===== config.mk =====
export PLATFORM = sky130hd
export DESIGN_NAME = fwp_top
export DESIGN_NICKNAME = d
export VERILOG_FILES = /design/src/design/fwp_sync.v /design/src/design/fwp_prot_map.v /design/src/design/fwp_top.v
export VERILOG_INCLUDE_DIRS = /design/src /design/src/design
export SDC_FILE = /design/constraint.sdc
export NUM_CORES = 1
export LEC_CHECK = 0
export BUFFER_PORTS_ARGS = -buffer_cell sky130_fd_sc_hd__buf_2
export CAP_MARGIN = 20
export CORE_UTILIZATION = 35
export CTS_BUF_LIST = sky130_fd_sc_hd__clkbuf_16
export DETAILED_ROUTE_END_ITERATION = 12
export SLEW_MARGIN = 40
export SYNTH_ARGS = -nofsm -noshare
export SYNTH_HDL_FRONTEND = slang
export SYNTH_HIERARCHICAL = 1
export SYNTH_SLANG_ARGS = --single-unit
export TNS_END_PERCENT = 20

===== constraint.sdc =====
create_clock -name mclk -period 6.35 [get_ports mclk]
set_input_delay 0.635 -clock mclk [delete_from_list [all_inputs] [get_ports mclk]]
set_output_delay 0.635 -clock mclk [all_outputs]
set_load 0.05 [all_outputs]

===== src/design/fwp_defs.vh =====
`ifndef FWP_DEFS_VH
`define FWP_DEFS_VH
// ------------
// register offsets (byte addresses)
// ------------
`define FWP_OFF_SR1       8'h00
`define FWP_OFF_SR2       8'h04
`define FWP_OFF_SR3       8'h08
`define FWP_OFF_STAT      8'h0C
// ------------
// field positions
// ------------
`define FWP_SR1_LOCK      7
`define FWP_SR1_FINE      6
`define FWP_SR1_BOT       5
`define FWP_SR1_SIZE_HI   4
`define FWP_SR1_SIZE_LO   2
`define FWP_SR1_LATCH     1
`define FWP_SR1_BUSY      0
`define FWP_SR2_INV       6
`define FWP_SR2_QUAD      1
`define FWP_SR3_PRS       7
`define FWP_SR3_DRV_HI    6
`define FWP_SR3_DRV_LO    5
`define FWP_SR3_HFQ       4
`define FWP_ST_PUW_DONE   1
`define FWP_ST_SLEEP      2
`define FWP_ST_REFUSED    3
// ------------
// reset / factory values and write masks
// ------------
`define FWP_SR1_RST       8'h00
`define FWP_SR2_RST       8'h00
`define FWP_SR3_RST       8'h00
`define FWP_SR1_WMASK     8'hFC
`define FWP_SR2_WMASK     8'h42
`define FWP_SR3_WMASK     8'hF0
// ------------
// serial opcodes
// ------------
`define FWP_OP_UNLOCK     8'h06
`define FWP_OP_RELOCK     8'h04
`define FWP_OP_PAGE       8'h02
`define FWP_OP_W4K        8'h20
`define FWP_OP_W64K       8'hD8
`define FWP_OP_WALL       8'hC7
`define FWP_OP_WALL_ALT   8'h60
`define FWP_OP_SWR        8'h01
`define FWP_OP_SLEEP      8'hB9
`define FWP_OP_WAKE       8'hAB
// ------------
// operation kinds
// ------------
`define FWP_K_PAGE        3'h0
`define FWP_K_4K          3'h1
`define FWP_K_64K         3'h2
`define FWP_K_ALL         3'h3
`define FWP_K_SWR         3'h4
// ------------
// timing
// ------------
`define FWP_MCLK_MHZ      20
`define FWP_PUW_US        1000
`define FWP_PUW_CYC       (`FWP_PUW_US * `FWP_MCLK_MHZ)
`define FWP_OPT_US        5
`define FWP_OPT_CYC       (`FWP_OPT_US * `FWP_MCLK_MHZ)
`endif


===== src/design/fwp_sync.v =====
`timescale 1ns/1ps
module fwp_sync #(
   parameter       W   = 1,
   parameter [W-1:0] RST = {W{1'b0}}
) (
   input  wire         mclk,  // system clock
   input  wire         rst_b, // async reset, active low
   input  wire [W-1:0] d,     // asynchronous inputs
   output reg  [W-1:0] q      // synchronised outputs
);
   reg [W-1:0] meta_reg;

   always @(posedge mclk or negedge rst_b) begin
      if (!rst_b) begin
         meta_reg <= RST;
         q        <= RST;
      end else begin
         meta_reg <= d;
         q        <= meta_reg;
      end
   end
endmodule // fwp_sync


===== src/design/fwp_prot_map.v =====
`timescale 1ns/1ps
`include "fwp_defs.vh"
module fwp_prot_map #(
   parameter [20:0] ARRAY_BYTES = 21'h100000
) (
   input  wire [2:0]  size,   // protect_size_field
   input  wire        fine,   // fine_granularity_sel
   input  wire        bottom, // bottom_origin_sel
   input  wire        invert, // invert_protect
   input  wire [2:0]  kind,   // operation kind
   input  wire [19:0] addr,   // target address
   output reg         hit     // target touches protected space
);
   reg [20:0] len;
   reg [20:0] lo;
   reg [20:0] hi;
   reg [20:0] tlo;
   reg [20:0] thi;
   reg        all_r;
   reg        none_r;
   reg        in_r;
   reg        ov_r;

   always @* begin
      len   = 21'h000000;
      all_r = 1'b0;
      if (fine) begin
         case (size)
            3'h1:    len = 21'h001000;
            3'h2:    len = 21'h002000;
            3'h3:    len = 21'h004000;
            3'h4,
            3'h5:    len = 21'h008000;
            3'h6,
            3'h7:    all_r = 1'b1;
            default: len = 21'h000000;
         endcase
      end else begin
         case (size)
            3'h1:    len = 21'h010000;
            3'h2:    len = 21'h020000;
            3'h3:    len = 21'h040000;
            3'h4:    len = 21'h080000;
            3'h5,
            3'h6,
            3'h7:    all_r = 1'b1;
            default: len = 21'h000000;
         endcase
      end
      none_r = ~all_r & (len == 21'h000000);
      if (bottom) begin
         lo = 21'h000000;
         hi = len - 21'h000001;
      end else begin
         lo = ARRAY_BYTES - len;
         hi = ARRAY_BYTES - 21'h000001;
      end
      case (kind)
         `FWP_K_PAGE: begin
            tlo = {1'b0, addr[19:8], 8'h00};
            thi = {1'b0, addr[19:8], 8'hFF};
         end
         `FWP_K_4K: begin
            tlo = {1'b0, addr[19:12], 12'h000};
            thi = {1'b0, addr[19:12], 12'hFFF};
         end
         `FWP_K_64K: begin
            tlo = {1'b0, addr[19:16], 16'h0000};
            thi = {1'b0, addr[19:16], 16'hFFFF};
         end
         default: begin
            tlo = 21'h000000;
            thi = ARRAY_BYTES - 21'h000001;
         end
      endcase
      ov_r = ~none_r & (all_r | ((tlo <= hi) & (thi >= lo)));
      in_r = all_r | (~none_r & (tlo >= lo) & (thi <= hi));
      hit  = invert ? ~in_r : ov_r;
   end
endmodule // fwp_prot_map


===== src/design/fwp_top.v =====
// How it works
// - quad_io_enable is a stored bit at status_reg_two bit 1, default 0.
// - quad mode turns protect and pause/restart pins into data lines two and three.
// - pause_or_restart_select 0 gives pause pin, 1 gives restart pin.
// - pause_or_restart_select only matters while quad mode is off.
// - drive_strength_sel: 00=50%, 01=25%, 10=75%, 11=100%.
// - quad_fast_mode selects high-frequency mode; default 0.
// - write, program, erase need chip select rising on a byte boundary.
// - low supply holds the device in reset; no command recognised.
// - write-class commands refused until the power-up delay has run out.
// - write_latch_flag comes out of power-up cleared.
// - write-class commands refused unless write_latch_flag is set.
// - finishing program, erase or status write clears write_latch_flag.
// - in deep sleep only the wake command is obeyed.
// - status writes gated by protect pin together with status_lock_mode.
// - coarse map: top or bottom 1/16, 1/8, 1/4 or 1/2 of the array (64, 128, 256 or 512 kB).
// - fine map: 4, 8, 16 or 32 kB at top or bottom.
// - invert_protect protects the complement of the selected region.
// - program or erase touching any protected byte is ignored.
// - lock mode 0 ignores protect pin; mode 1 locks while pin low.
// - the unlock command sets write_latch_flag once the power-up delay has run out.
`timescale 1ns/1ps
`include "fwp_defs.vh"
module fwp_top #(
   parameter PUW_CYC = `FWP_PUW_CYC, // power-up write delay in mclk cycles
   parameter OPT_CYC = `FWP_OPT_CYC  // modelled busy time of an operation
) (
   input  wire        mclk,             // 20 MHz system clock
   input  wire        rst_b,            // async reset, active low
   input  wire        psel,             // apb select
   input  wire        penable,          // apb enable
   input  wire        pwrite,           // apb direction
   input  wire [7:0]  paddr,            // apb byte address
   input  wire [31:0] pwdata,           // apb write data
   output reg  [31:0] prdata,           // apb read data
   output reg         pready,           // apb ready
   output reg         pslverr,          // apb error on unmapped address
   input  wire        supply_low,       // supply below threshold, active high
   input  wire        cs_b,             // serial chip select, active low
   input  wire        sclk,             // serial clock
   input  wire        data_line_zero,   // serial data in
   input  wire        wp_pin_b,         // protect pin / data line two in
   input  wire        pr_pin_b,         // pause-restart pin / data line three in
   output reg         write_latch_flag, // write latch state
   output reg         busy,             // operation in progress
   output reg         deep_sleep_state, // deep sleep entered
   output reg         quad_io_enable,   // quad data lines active
   output reg         quad_fast_mode,   // quad high-frequency mode
   output reg  [1:0]  drive_strength_sel, // output drive code
   output reg         wp_function_on,   // protect pin acts as protect input
   output reg         pause_active,     // transfer paused by pause pin
   output reg         restart_active,   // restart pin asserted
   output reg         op_start,         // one-cycle pulse, operation accepted
   output reg  [2:0]  op_kind,          // kind of accepted operation
   output reg  [19:0] op_addr           // address of accepted operation
);
   // ------------
   // pin synchronisers
   // ------------
   wire [5:0] pins_s;
   wire       sel_s;
   wire       sclk_s;
   wire       si_s;
   wire       wp_s;
   wire       pr_s;
   wire       low_s;

   fwp_sync #(.W(6), .RST(6'h3C)) u_sync (
      .mclk  (mclk),
      .rst_b (rst_b),
      .d     ({supply_low, pr_pin_b, wp_pin_b, data_line_zero, sclk, ~cs_b}),
      .q     (pins_s)
   );
   assign {low_s, pr_s, wp_s, si_s, sclk_s, sel_s} = pins_s;

   // ------------
   // configuration registers
   // ------------
   reg  [7:0]  sr1_reg;
   reg  [7:0]  sr2_reg;
   reg  [7:0]  sr3_reg;
   wire        quad  = sr2_reg[`FWP_SR2_QUAD];
   wire        lockm = sr1_reg[`FWP_SR1_LOCK];
   wire        prs   = sr3_reg[`FWP_SR3_PRS];

   // quad mode overrides both pin functions
   wire pause_now   = ~quad & ~prs & ~pr_s;
   wire restart_now = ~quad &  prs & ~pr_s;
   // with quad set the protect pin no longer locks anything
   wire sr_locked   = lockm & ~quad & ~wp_s;
   // supply drop or restart pin both act as a core reset
   wire core_rst    = low_s | restart_now;

   // ------------
   // serial frame capture
   // ------------
   reg         sclk_q_reg;
   reg         sel_q_reg;
   reg  [7:0]  sh_reg;
   reg  [2:0]  bit_cnt_reg;
   reg  [2:0]  byte_cnt_reg;
   reg  [7:0]  opc_reg;
   reg  [23:0] arg_reg;
   wire        sclk_rise = sclk_s & ~sclk_q_reg & sel_s & ~pause_now;
   wire        frame_beg = sel_s & ~sel_q_reg;
   wire        frame_end = ~sel_s & sel_q_reg;
   wire [7:0]  sh_next   = {sh_reg[6:0], si_s};

   always @(posedge mclk or negedge rst_b) begin
      if (!rst_b) begin
         sclk_q_reg   <= 1'b0;
         sel_q_reg    <= 1'b0;
         sh_reg       <= 8'h00;
         bit_cnt_reg  <= 3'h0;
         byte_cnt_reg <= 3'h0;
         opc_reg      <= 8'h00;
         arg_reg      <= 24'h000000;
      end else begin
         sclk_q_reg <= sclk_s;
         sel_q_reg  <= sel_s;
         if (core_rst || frame_beg) begin
            bit_cnt_reg  <= 3'h0;
            byte_cnt_reg <= 3'h0;
         end else if (sclk_rise) begin
            sh_reg      <= sh_next;
            bit_cnt_reg <= bit_cnt_reg + 3'h1;
            if (bit_cnt_reg == 3'h7) begin
               if (byte_cnt_reg != 3'h7)
                  byte_cnt_reg <= byte_cnt_reg + 3'h1;
               if (byte_cnt_reg == 3'h0)
                  opc_reg <= sh_next;
               else if (byte_cnt_reg < 3'h4)
                  arg_reg[8*(3'h3 - byte_cnt_reg) +: 8] <= sh_next;
            end
         end
      end
   end

   // ------------
   // command acceptance
   // ------------
   wire        whole  = (bit_cnt_reg == 3'h0);
   reg  [2:0]  kind;
   reg         is_arr;
   reg         len_ok;
   wire        hit;

   fwp_prot_map u_map (
      .size   (sr1_reg[`FWP_SR1_SIZE_HI:`FWP_SR1_SIZE_LO]),
      .fine   (sr1_reg[`FWP_SR1_FINE]),
      .bottom (sr1_reg[`FWP_SR1_BOT]),
      .invert (sr2_reg[`FWP_SR2_INV]),
      .kind   (kind),
      .addr   (arg_reg[19:0]),
      .hit    (hit)
   );

   always @* begin
      kind   = `FWP_K_ALL;
      is_arr = 1'b0;
      len_ok = 1'b0;
      case (opc_reg)
         `FWP_OP_PAGE: begin
            kind   = `FWP_K_PAGE;
            is_arr = 1'b1;
            len_ok = (byte_cnt_reg > 3'h4);
         end
         `FWP_OP_W4K: begin
            kind   = `FWP_K_4K;
            is_arr = 1'b1;
            len_ok = (byte_cnt_reg == 3'h4);
         end
         `FWP_OP_W64K: begin
            kind   = `FWP_K_64K;
            is_arr = 1'b1;
            len_ok = (byte_cnt_reg == 3'h4);
         end
         `FWP_OP_WALL,
         `FWP_OP_WALL_ALT: begin
            is_arr = 1'b1;
            len_ok = (byte_cnt_reg == 3'h1);
         end
         `FWP_OP_SWR: begin
            kind   = `FWP_K_SWR;
            len_ok = (byte_cnt_reg > 3'h1);
         end
         default: len_ok = 1'b0;
      endcase
   end

   wire        have_op  = frame_end & (byte_cnt_reg != 3'h0) & ~core_rst;
   wire        may_cmd  = have_op & ~busy & ~deep_sleep_state;
   reg         puw_done_reg;
   wire        gate_ok  = whole & write_latch_flag & puw_done_reg;
   wire        arr_go   = may_cmd & is_arr & len_ok & gate_ok & ~hit;
   wire        swr_go   = may_cmd & (kind == `FWP_K_SWR) & len_ok & gate_ok & ~sr_locked;
   wire        go       = arr_go | swr_go;
   wire        write_cl = is_arr | (kind == `FWP_K_SWR);
   wire        refuse   = may_cmd & write_cl & ~go;
   // ------------
   // power-up delay and busy timer
   // ------------
   reg  [31:0] puw_cnt_reg;
   reg  [31:0] op_cnt_reg;
   reg         refused_reg;

   always @(posedge mclk or negedge rst_b) begin
      if (!rst_b) begin
         puw_cnt_reg  <= 32'h00000000;
         puw_done_reg <= 1'b0;
      end else if (low_s) begin
         puw_cnt_reg  <= 32'h00000000;
         puw_done_reg <= 1'b0;
      end else if (!puw_done_reg) begin
         puw_cnt_reg  <= puw_cnt_reg + 32'h00000001;
         puw_done_reg <= (puw_cnt_reg >= PUW_CYC - 1);
      end
   end

   // ------------
   // latch, busy, sleep and config update
   // ------------
   wire        ap_wr   = psel & penable & pready & pwrite;
   wire [7:0]  wb      = pwdata[7:0];

   always @(posedge mclk or negedge rst_b) begin
      if (!rst_b) begin
         write_latch_flag <= 1'b0;
         busy             <= 1'b0;
         deep_sleep_state <= 1'b0;
         op_cnt_reg       <= 32'h00000000;
         op_start         <= 1'b0;
         op_kind          <= `FWP_K_ALL;
         op_addr          <= 20'h00000;
         refused_reg      <= 1'b0;
         sr1_reg          <= `FWP_SR1_RST;
         sr2_reg          <= `FWP_SR2_RST;
         sr3_reg          <= `FWP_SR3_RST;
      end else begin
         op_start <= go;
         if (core_rst) begin
            write_latch_flag <= 1'b0;
            busy             <= 1'b0;
            deep_sleep_state <= 1'b0;
         end else if (busy) begin
            op_cnt_reg <= op_cnt_reg - 32'h00000001;
            if (op_cnt_reg == 32'h00000001) begin
               busy             <= 1'b0;
               write_latch_flag <= 1'b0;
            end
         end else if (have_op && deep_sleep_state) begin
            if (opc_reg == `FWP_OP_WAKE)
               deep_sleep_state <= 1'b0;
         end else if (go) begin
            busy       <= 1'b1;
            op_cnt_reg <= OPT_CYC;
            op_kind    <= kind;
            op_addr    <= arg_reg[19:0];
            if (swr_go) begin
               sr1_reg <= (sr1_reg & ~`FWP_SR1_WMASK) | (arg_reg[23:16] & `FWP_SR1_WMASK);
               if (byte_cnt_reg > 3'h2)
                  sr2_reg <= (sr2_reg & ~`FWP_SR2_WMASK) | (arg_reg[15:8] & `FWP_SR2_WMASK);
               if (byte_cnt_reg > 3'h3)
                  sr3_reg <= (sr3_reg & ~`FWP_SR3_WMASK) | (arg_reg[7:0] & `FWP_SR3_WMASK);
            end
         end else if (may_cmd && whole) begin
            case (opc_reg)
               `FWP_OP_UNLOCK: if (puw_done_reg) write_latch_flag <= 1'b1;
               `FWP_OP_RELOCK: write_latch_flag <= 1'b0;
               `FWP_OP_SLEEP:  deep_sleep_state <= 1'b1;
               default:        deep_sleep_state <= deep_sleep_state;
            endcase
         end
         // back-door programming of the stored bits from software
         if (ap_wr && !go) begin
            case (paddr)
               `FWP_OFF_SR1: sr1_reg <= (sr1_reg & ~`FWP_SR1_WMASK) | (wb & `FWP_SR1_WMASK);
               `FWP_OFF_SR2: sr2_reg <= (sr2_reg & ~`FWP_SR2_WMASK) | (wb & `FWP_SR2_WMASK);
               `FWP_OFF_SR3: sr3_reg <= (sr3_reg & ~`FWP_SR3_WMASK) | (wb & `FWP_SR3_WMASK);
               default:      sr1_reg <= sr1_reg;
            endcase
         end
         // a new refusal wins over a clear in the same cycle
         if (refuse)
            refused_reg <= 1'b1;
         else if (ap_wr && paddr == `FWP_OFF_STAT && wb[`FWP_ST_REFUSED])
            refused_reg <= 1'b0;
      end
   end

   // ------------
   // registered pin-function outputs
   // ------------
   always @(posedge mclk or negedge rst_b) begin
      if (!rst_b) begin
         quad_io_enable     <= 1'b0;
         quad_fast_mode     <= 1'b0;
         drive_strength_sel <= 2'h0;
         wp_function_on     <= 1'b1;
         pause_active       <= 1'b0;
         restart_active     <= 1'b0;
      end else begin
         quad_io_enable     <= quad;
         quad_fast_mode     <= sr3_reg[`FWP_SR3_HFQ];
         drive_strength_sel <= sr3_reg[`FWP_SR3_DRV_HI:`FWP_SR3_DRV_LO];
         wp_function_on     <= ~quad;
         pause_active       <= pause_now;
         restart_active     <= restart_now;
      end
   end

   // ------------
   // apb slave: one access cycle, no waits
   // ------------
   reg [31:0] rd_mux;
   reg        mapped;

   always @* begin
      mapped = 1'b1;
      case (paddr)
         `FWP_OFF_SR1:  rd_mux = {24'h000000, sr1_reg[7:2], write_latch_flag, busy};
         `FWP_OFF_SR2:  rd_mux = {24'h000000, sr2_reg};
         `FWP_OFF_SR3:  rd_mux = {24'h000000, sr3_reg};
         `FWP_OFF_STAT: rd_mux = {28'h0000000, refused_reg, deep_sleep_state,
                                  puw_done_reg, busy};
         default: begin
            rd_mux = 32'h00000000;
            mapped = 1'b0;
         end
      endcase
   end

   always @(posedge mclk or negedge rst_b) begin
      if (!rst_b) begin
         prdata  <= 32'h00000000;
         pready  <= 1'b0;
         pslverr <= 1'b0;
      end else begin
         pready  <= psel & ~penable;
         pslverr <= psel & ~penable & ~mapped;
         if (psel && !penable && !pwrite)
            prdata <= rd_mux;
      end
   end
endmodule // fwp_top


==> reports/qor.txt <==
PWR
----------------------------------------------------------------------------------------------------
Post-layout total power ...............................................................    0.00239 W
Power density of the placed cells .....................................................  221 mW/mm^2
Leakage power .........................................................................      5.00 nW
Worst VDD drop ........................................................................   0.000144 V

LAYOUT
----------------------------------------------------------------------------------------------------
Antenna Diode Count ...................................................................            0
Layout Cells excl Fill ................................................................         1405
Area Growth Syn to Fin ................................................................        12.5%
Nets ..................................................................................         1144
Share of final-layout standard cells stronger than drive strength 1 ...................        15.8%
Top library cells by usage in the layout, fill and taps aside ......................... dfrtp_1 (170), nand2_1 (139), nor2_1 (98), buf_2 (68), o21ai_0 (54)
Most common cell after layout, fill and taps aside ....................................      dfrtp_1

DETAILED ROUTING
----------------------------------------------------------------------------------------------------
Drt wl/cell ...........................................................................      16.2 um
Drt via density .......................................................................         5.16
DRC violation total after the first TritonRoute iteration .............................          475
Count of vias placed by the detailed router ...........................................         7250
Number of optimization iterations in the first detailed-route pass ....................            5
Detailed-route DRC error count ........................................................            0
Drt total wl ..........................................................................      22.8 mm
Number of nets still failing antenna checks after routing .............................            0

SETUP PATH
----------------------------------------------------------------------------------------------------
Worst setup path class ................................................................      reg2reg
Worst path arrival time ...............................................................      5.69 ns
Worst path required time ..............................................................      6.67 ns
Worst Setup End Kind ..................................................................     register
Worst Path Max Fanout .................................................................           40
Kind of start point of the critical path ..............................................     register

FLOORPLAN
----------------------------------------------------------------------------------------------------
Effective utilization at floorplan ....................................................        35.6%
Area of the core ......................................................................  0.0270 mm^2
IO Pins ...............................................................................          119
Overall die height ....................................................................       168 um
Number of standard-cell rows in the floorplan .........................................           60
Die Area ..............................................................................  0.0281 mm^2
Width of the chip .....................................................................       168 um

STA
----------------------------------------------------------------------------------------------------
Pins Over Slew Limit ..................................................................            0
Highest achievable clock rate .........................................................      186 MHz
Setup clock skew after layout .........................................................   0.00986 ns
Final number of hold-violating endpoints ..............................................            0
Period utilization ....................................................................        84.7%
Final Critical Period .................................................................      5.38 ns
Finish-stage setup viols ..............................................................            0
Slew at the pin with the worst max-slew slack .........................................     0.773 ns
Fin worst setup slack .................................................................     0.974 ns
RSZ-0062 raised after global routing ..................................................        false
Setup TNS Final .......................................................................         0 ns
Slew headroom .........................................................................        48.1%

SYNTHESIS
----------------------------------------------------------------------------------------------------
Average cell area after synthesis .....................................................    9.65 um^2
Share of the synthesized area in the top cell type ....................................        44.3%
Complex-gate fraction of the synthesized area .........................................        9.02%
Post-synthesis instance area .......................................................... 0.00960 mm^2
Number of different library cells in the post-synthesis netlist .......................           74
Main combinational cell family by area after synthesis ................................ simple AND/OR/NAND/NOR gates
Post-synth top flop ...................................................................      dfrtp_1
Post-synthesis adder-cell area fraction ...............................................        5.48%
Xor/xnor share of the synthesized area ................................................        5.38%
Gate Count Post-Synth .................................................................          995
Proportion of synthesized flip-flops having asynchronous set or reset .................         100%
Count of state elements after synthesis ...............................................          181
Post-Synth Simple-Gate Area ...........................................................        23.9%
Syn. warnings .........................................................................            6
Leading cell types by total area after synthesis ...................................... dfrtp_1 (44%), ha_1 (5.5%), nand2_1 (5.4%)
Biggest area consumer among synthesized cells .........................................      dfrtp_1
Mux contribution to synthesized area ..................................................        4.11%
Part of the Yosys area used for sequential elements ...................................        47.3%
EDFF count, synth .....................................................................            0

OUTCOME
----------------------------------------------------------------------------------------------------
Result of the run .....................................................................    completed

PLACED DESIGN
----------------------------------------------------------------------------------------------------
Port-buffer cells .....................................................................           69
Post-Place Setup Slack ................................................................      1.06 ns
Final estimated routing congestion in global placement ................................        0.890
Number of cells in the design after placement .........................................         1373
Post-detailed-placement half-perimeter wirelength .....................................      15.9 mm

CLOCK TREE
----------------------------------------------------------------------------------------------------
Post-CTS Hold Buffers .................................................................            0
Number of gates resized after CTS .....................................................            0
Clock Sinks ...........................................................................          181
Post-CTS setup repair buffer count ....................................................            0
Number of buffers inserted during clock tree synthesis ................................           17
TritonCTS clock tree ..................................................................          yes
Clock-pin slew reported for the worst setup and hold paths after clock tree synthesis .      0.07 ns
Clk root buf ..........................................................................    clkbuf_16
Clock H-tree levels ...................................................................            4
Largest buffer count on any clock path ................................................            2
Clock latency at the later pin of the worst-skew pair .................................      0.43 ns

GLOBAL ROUTING
----------------------------------------------------------------------------------------------------
Pin count of the biggest net entering global routing ..................................          122
Total overflow reported by the global router ..........................................            0
All-Layer GR Usage ....................................................................        17.1%
First-pass GRT wire length ............................................................      38.0 mm
Initial antenna violation count .......................................................            0
Vias in the first global route ........................................................         7182

RUN
----------------------------------------------------------------------------------------------------
Maxcap violations .....................................................................            0

HOLD PATH
----------------------------------------------------------------------------------------------------
HP Class ..............................................................................     in2async

## Yosys cell counts, types with 3 or more instances
cell type    n
or3_1       11
xor2_1      33
nor2_1      98
nor3b_1      6
nor4b_1      5
nand2_1    139
nor2b_1     10
and2_1      14
or2_2        5
nor3_1      27
clkbuf_1    20
buf_2        6
nor4_1      18
nand3b_1     3
o21bai_1     3
buf_1        5
a22oi_1      5
dfrtp_1    170
nand3_1     42
mux2_2      27
a31oi_1      3
buf_4       25
o31ai_1      9
ha_1        42
and4_1       4
nand4_1     14
a21oi_1     21
dfstp_2     11
xnor2_1     26
a211o_1      4
or4_1        8
inv_1       33
or3_2        4
a221o_1      4
and3_1       5
nand4b_1     6
nand2b_1    20
o21ai_0     54
o211ai_1     4
mux2i_1      9
## where the power goes
group	total [W]	internal (W)	switching (W)	leakage (nW)
clock network	0.00111	0.000625	0.000481	0.298
logic	0.0000966	0.0000208	0.0000758	2.26
registers	0.00119	0.00117	0.0000202	2.44
## cells by family after synthesis
| kind of cell | after synthesis |
|---|---|
| adders and majority gates | 42 |
| buffers and inverters | 91 |
| other | 1 |
| AOI/OAI and AO/OA | 133 |
| DFF | 181 |
| and+or+nand+nor | 452 |
| muxes | 36 |
| xor gates and xnor gates | 59 |
## routing by layer
metal / routed length [um] / share of wire (%) / track usage [%] / vias up
li1: - / - / - / 3541
met1: 10400 / 46 / 22.4 / 3521
met2: 11000 / 48 / 28.4 / 158
met3: 888 / 3.9 / 2.67 / 30
met4: 464 / 2.0 / 6.54 / 0
met5: 0 / 0 / 0 / -
## path summary, 6_finish.rpt
path / depth (start not counted) / to / start / slack, ns
setup / recovery: 17 / sr1_reg[3] / opc_reg[1] / 0.97
hold / removal: 1 / puw_cnt_reg[18] / rst_b / 0.14
setup reg to reg: 17 / sr1_reg[3] / opc_reg[1] / 0.97
hold reg to reg: 0 / u_sync/q[5] / u_sync/meta_reg[5] / 0.36
max in group asynchronous: 2 / arg_reg[21] / rst_b / 5.19
min in group mclk: 1 / u_sync/meta_reg[4] / pr_pin_b / 0.30
## per-stage QoR
step,utilization [%],hold slack (ns),area (um^2)
3_5_place_dp,37.8,0.347,10200
6_report,40.1,0.139,10800
2_1_floorplan,-,0.331,9680
4_1_cts,40.0,0.227,10800
3_3_place_gp,37.7,0.345,10200
5_1_grt,40.1,0.229,10800
## final cells by class
type / instances / area [um^2]
fill: 2683 / 16200
multi-input combinational: 746 / 4710
sequential: 181 / 4540
tap: 341 / 427
clock buffer: 17 / 425
timing repair buffer: 71 / 384
clock inverter: 15 / 179
inverter: 34 / 128
## critical path, stage by stage, from the launching register on
cell	delay (ns)
dfrtp_1	0.46
nor4_1	0.43
nand4b_1	0.27
nand2_1	0.15
a31o_2	0.18
nand2_1	0.17
a21oi_1	0.60
nand2b_1	0.24
ha_1	0.35
nand4_1	0.10
o32ai_1	0.43
o21ai_0	0.16
nand2_1	0.09
o2111ai_1	0.14
nand2_1	0.12
or4b_4	0.71
and3_4	0.31
a221o_1	0.34
(Power assumes the default switching activity.)
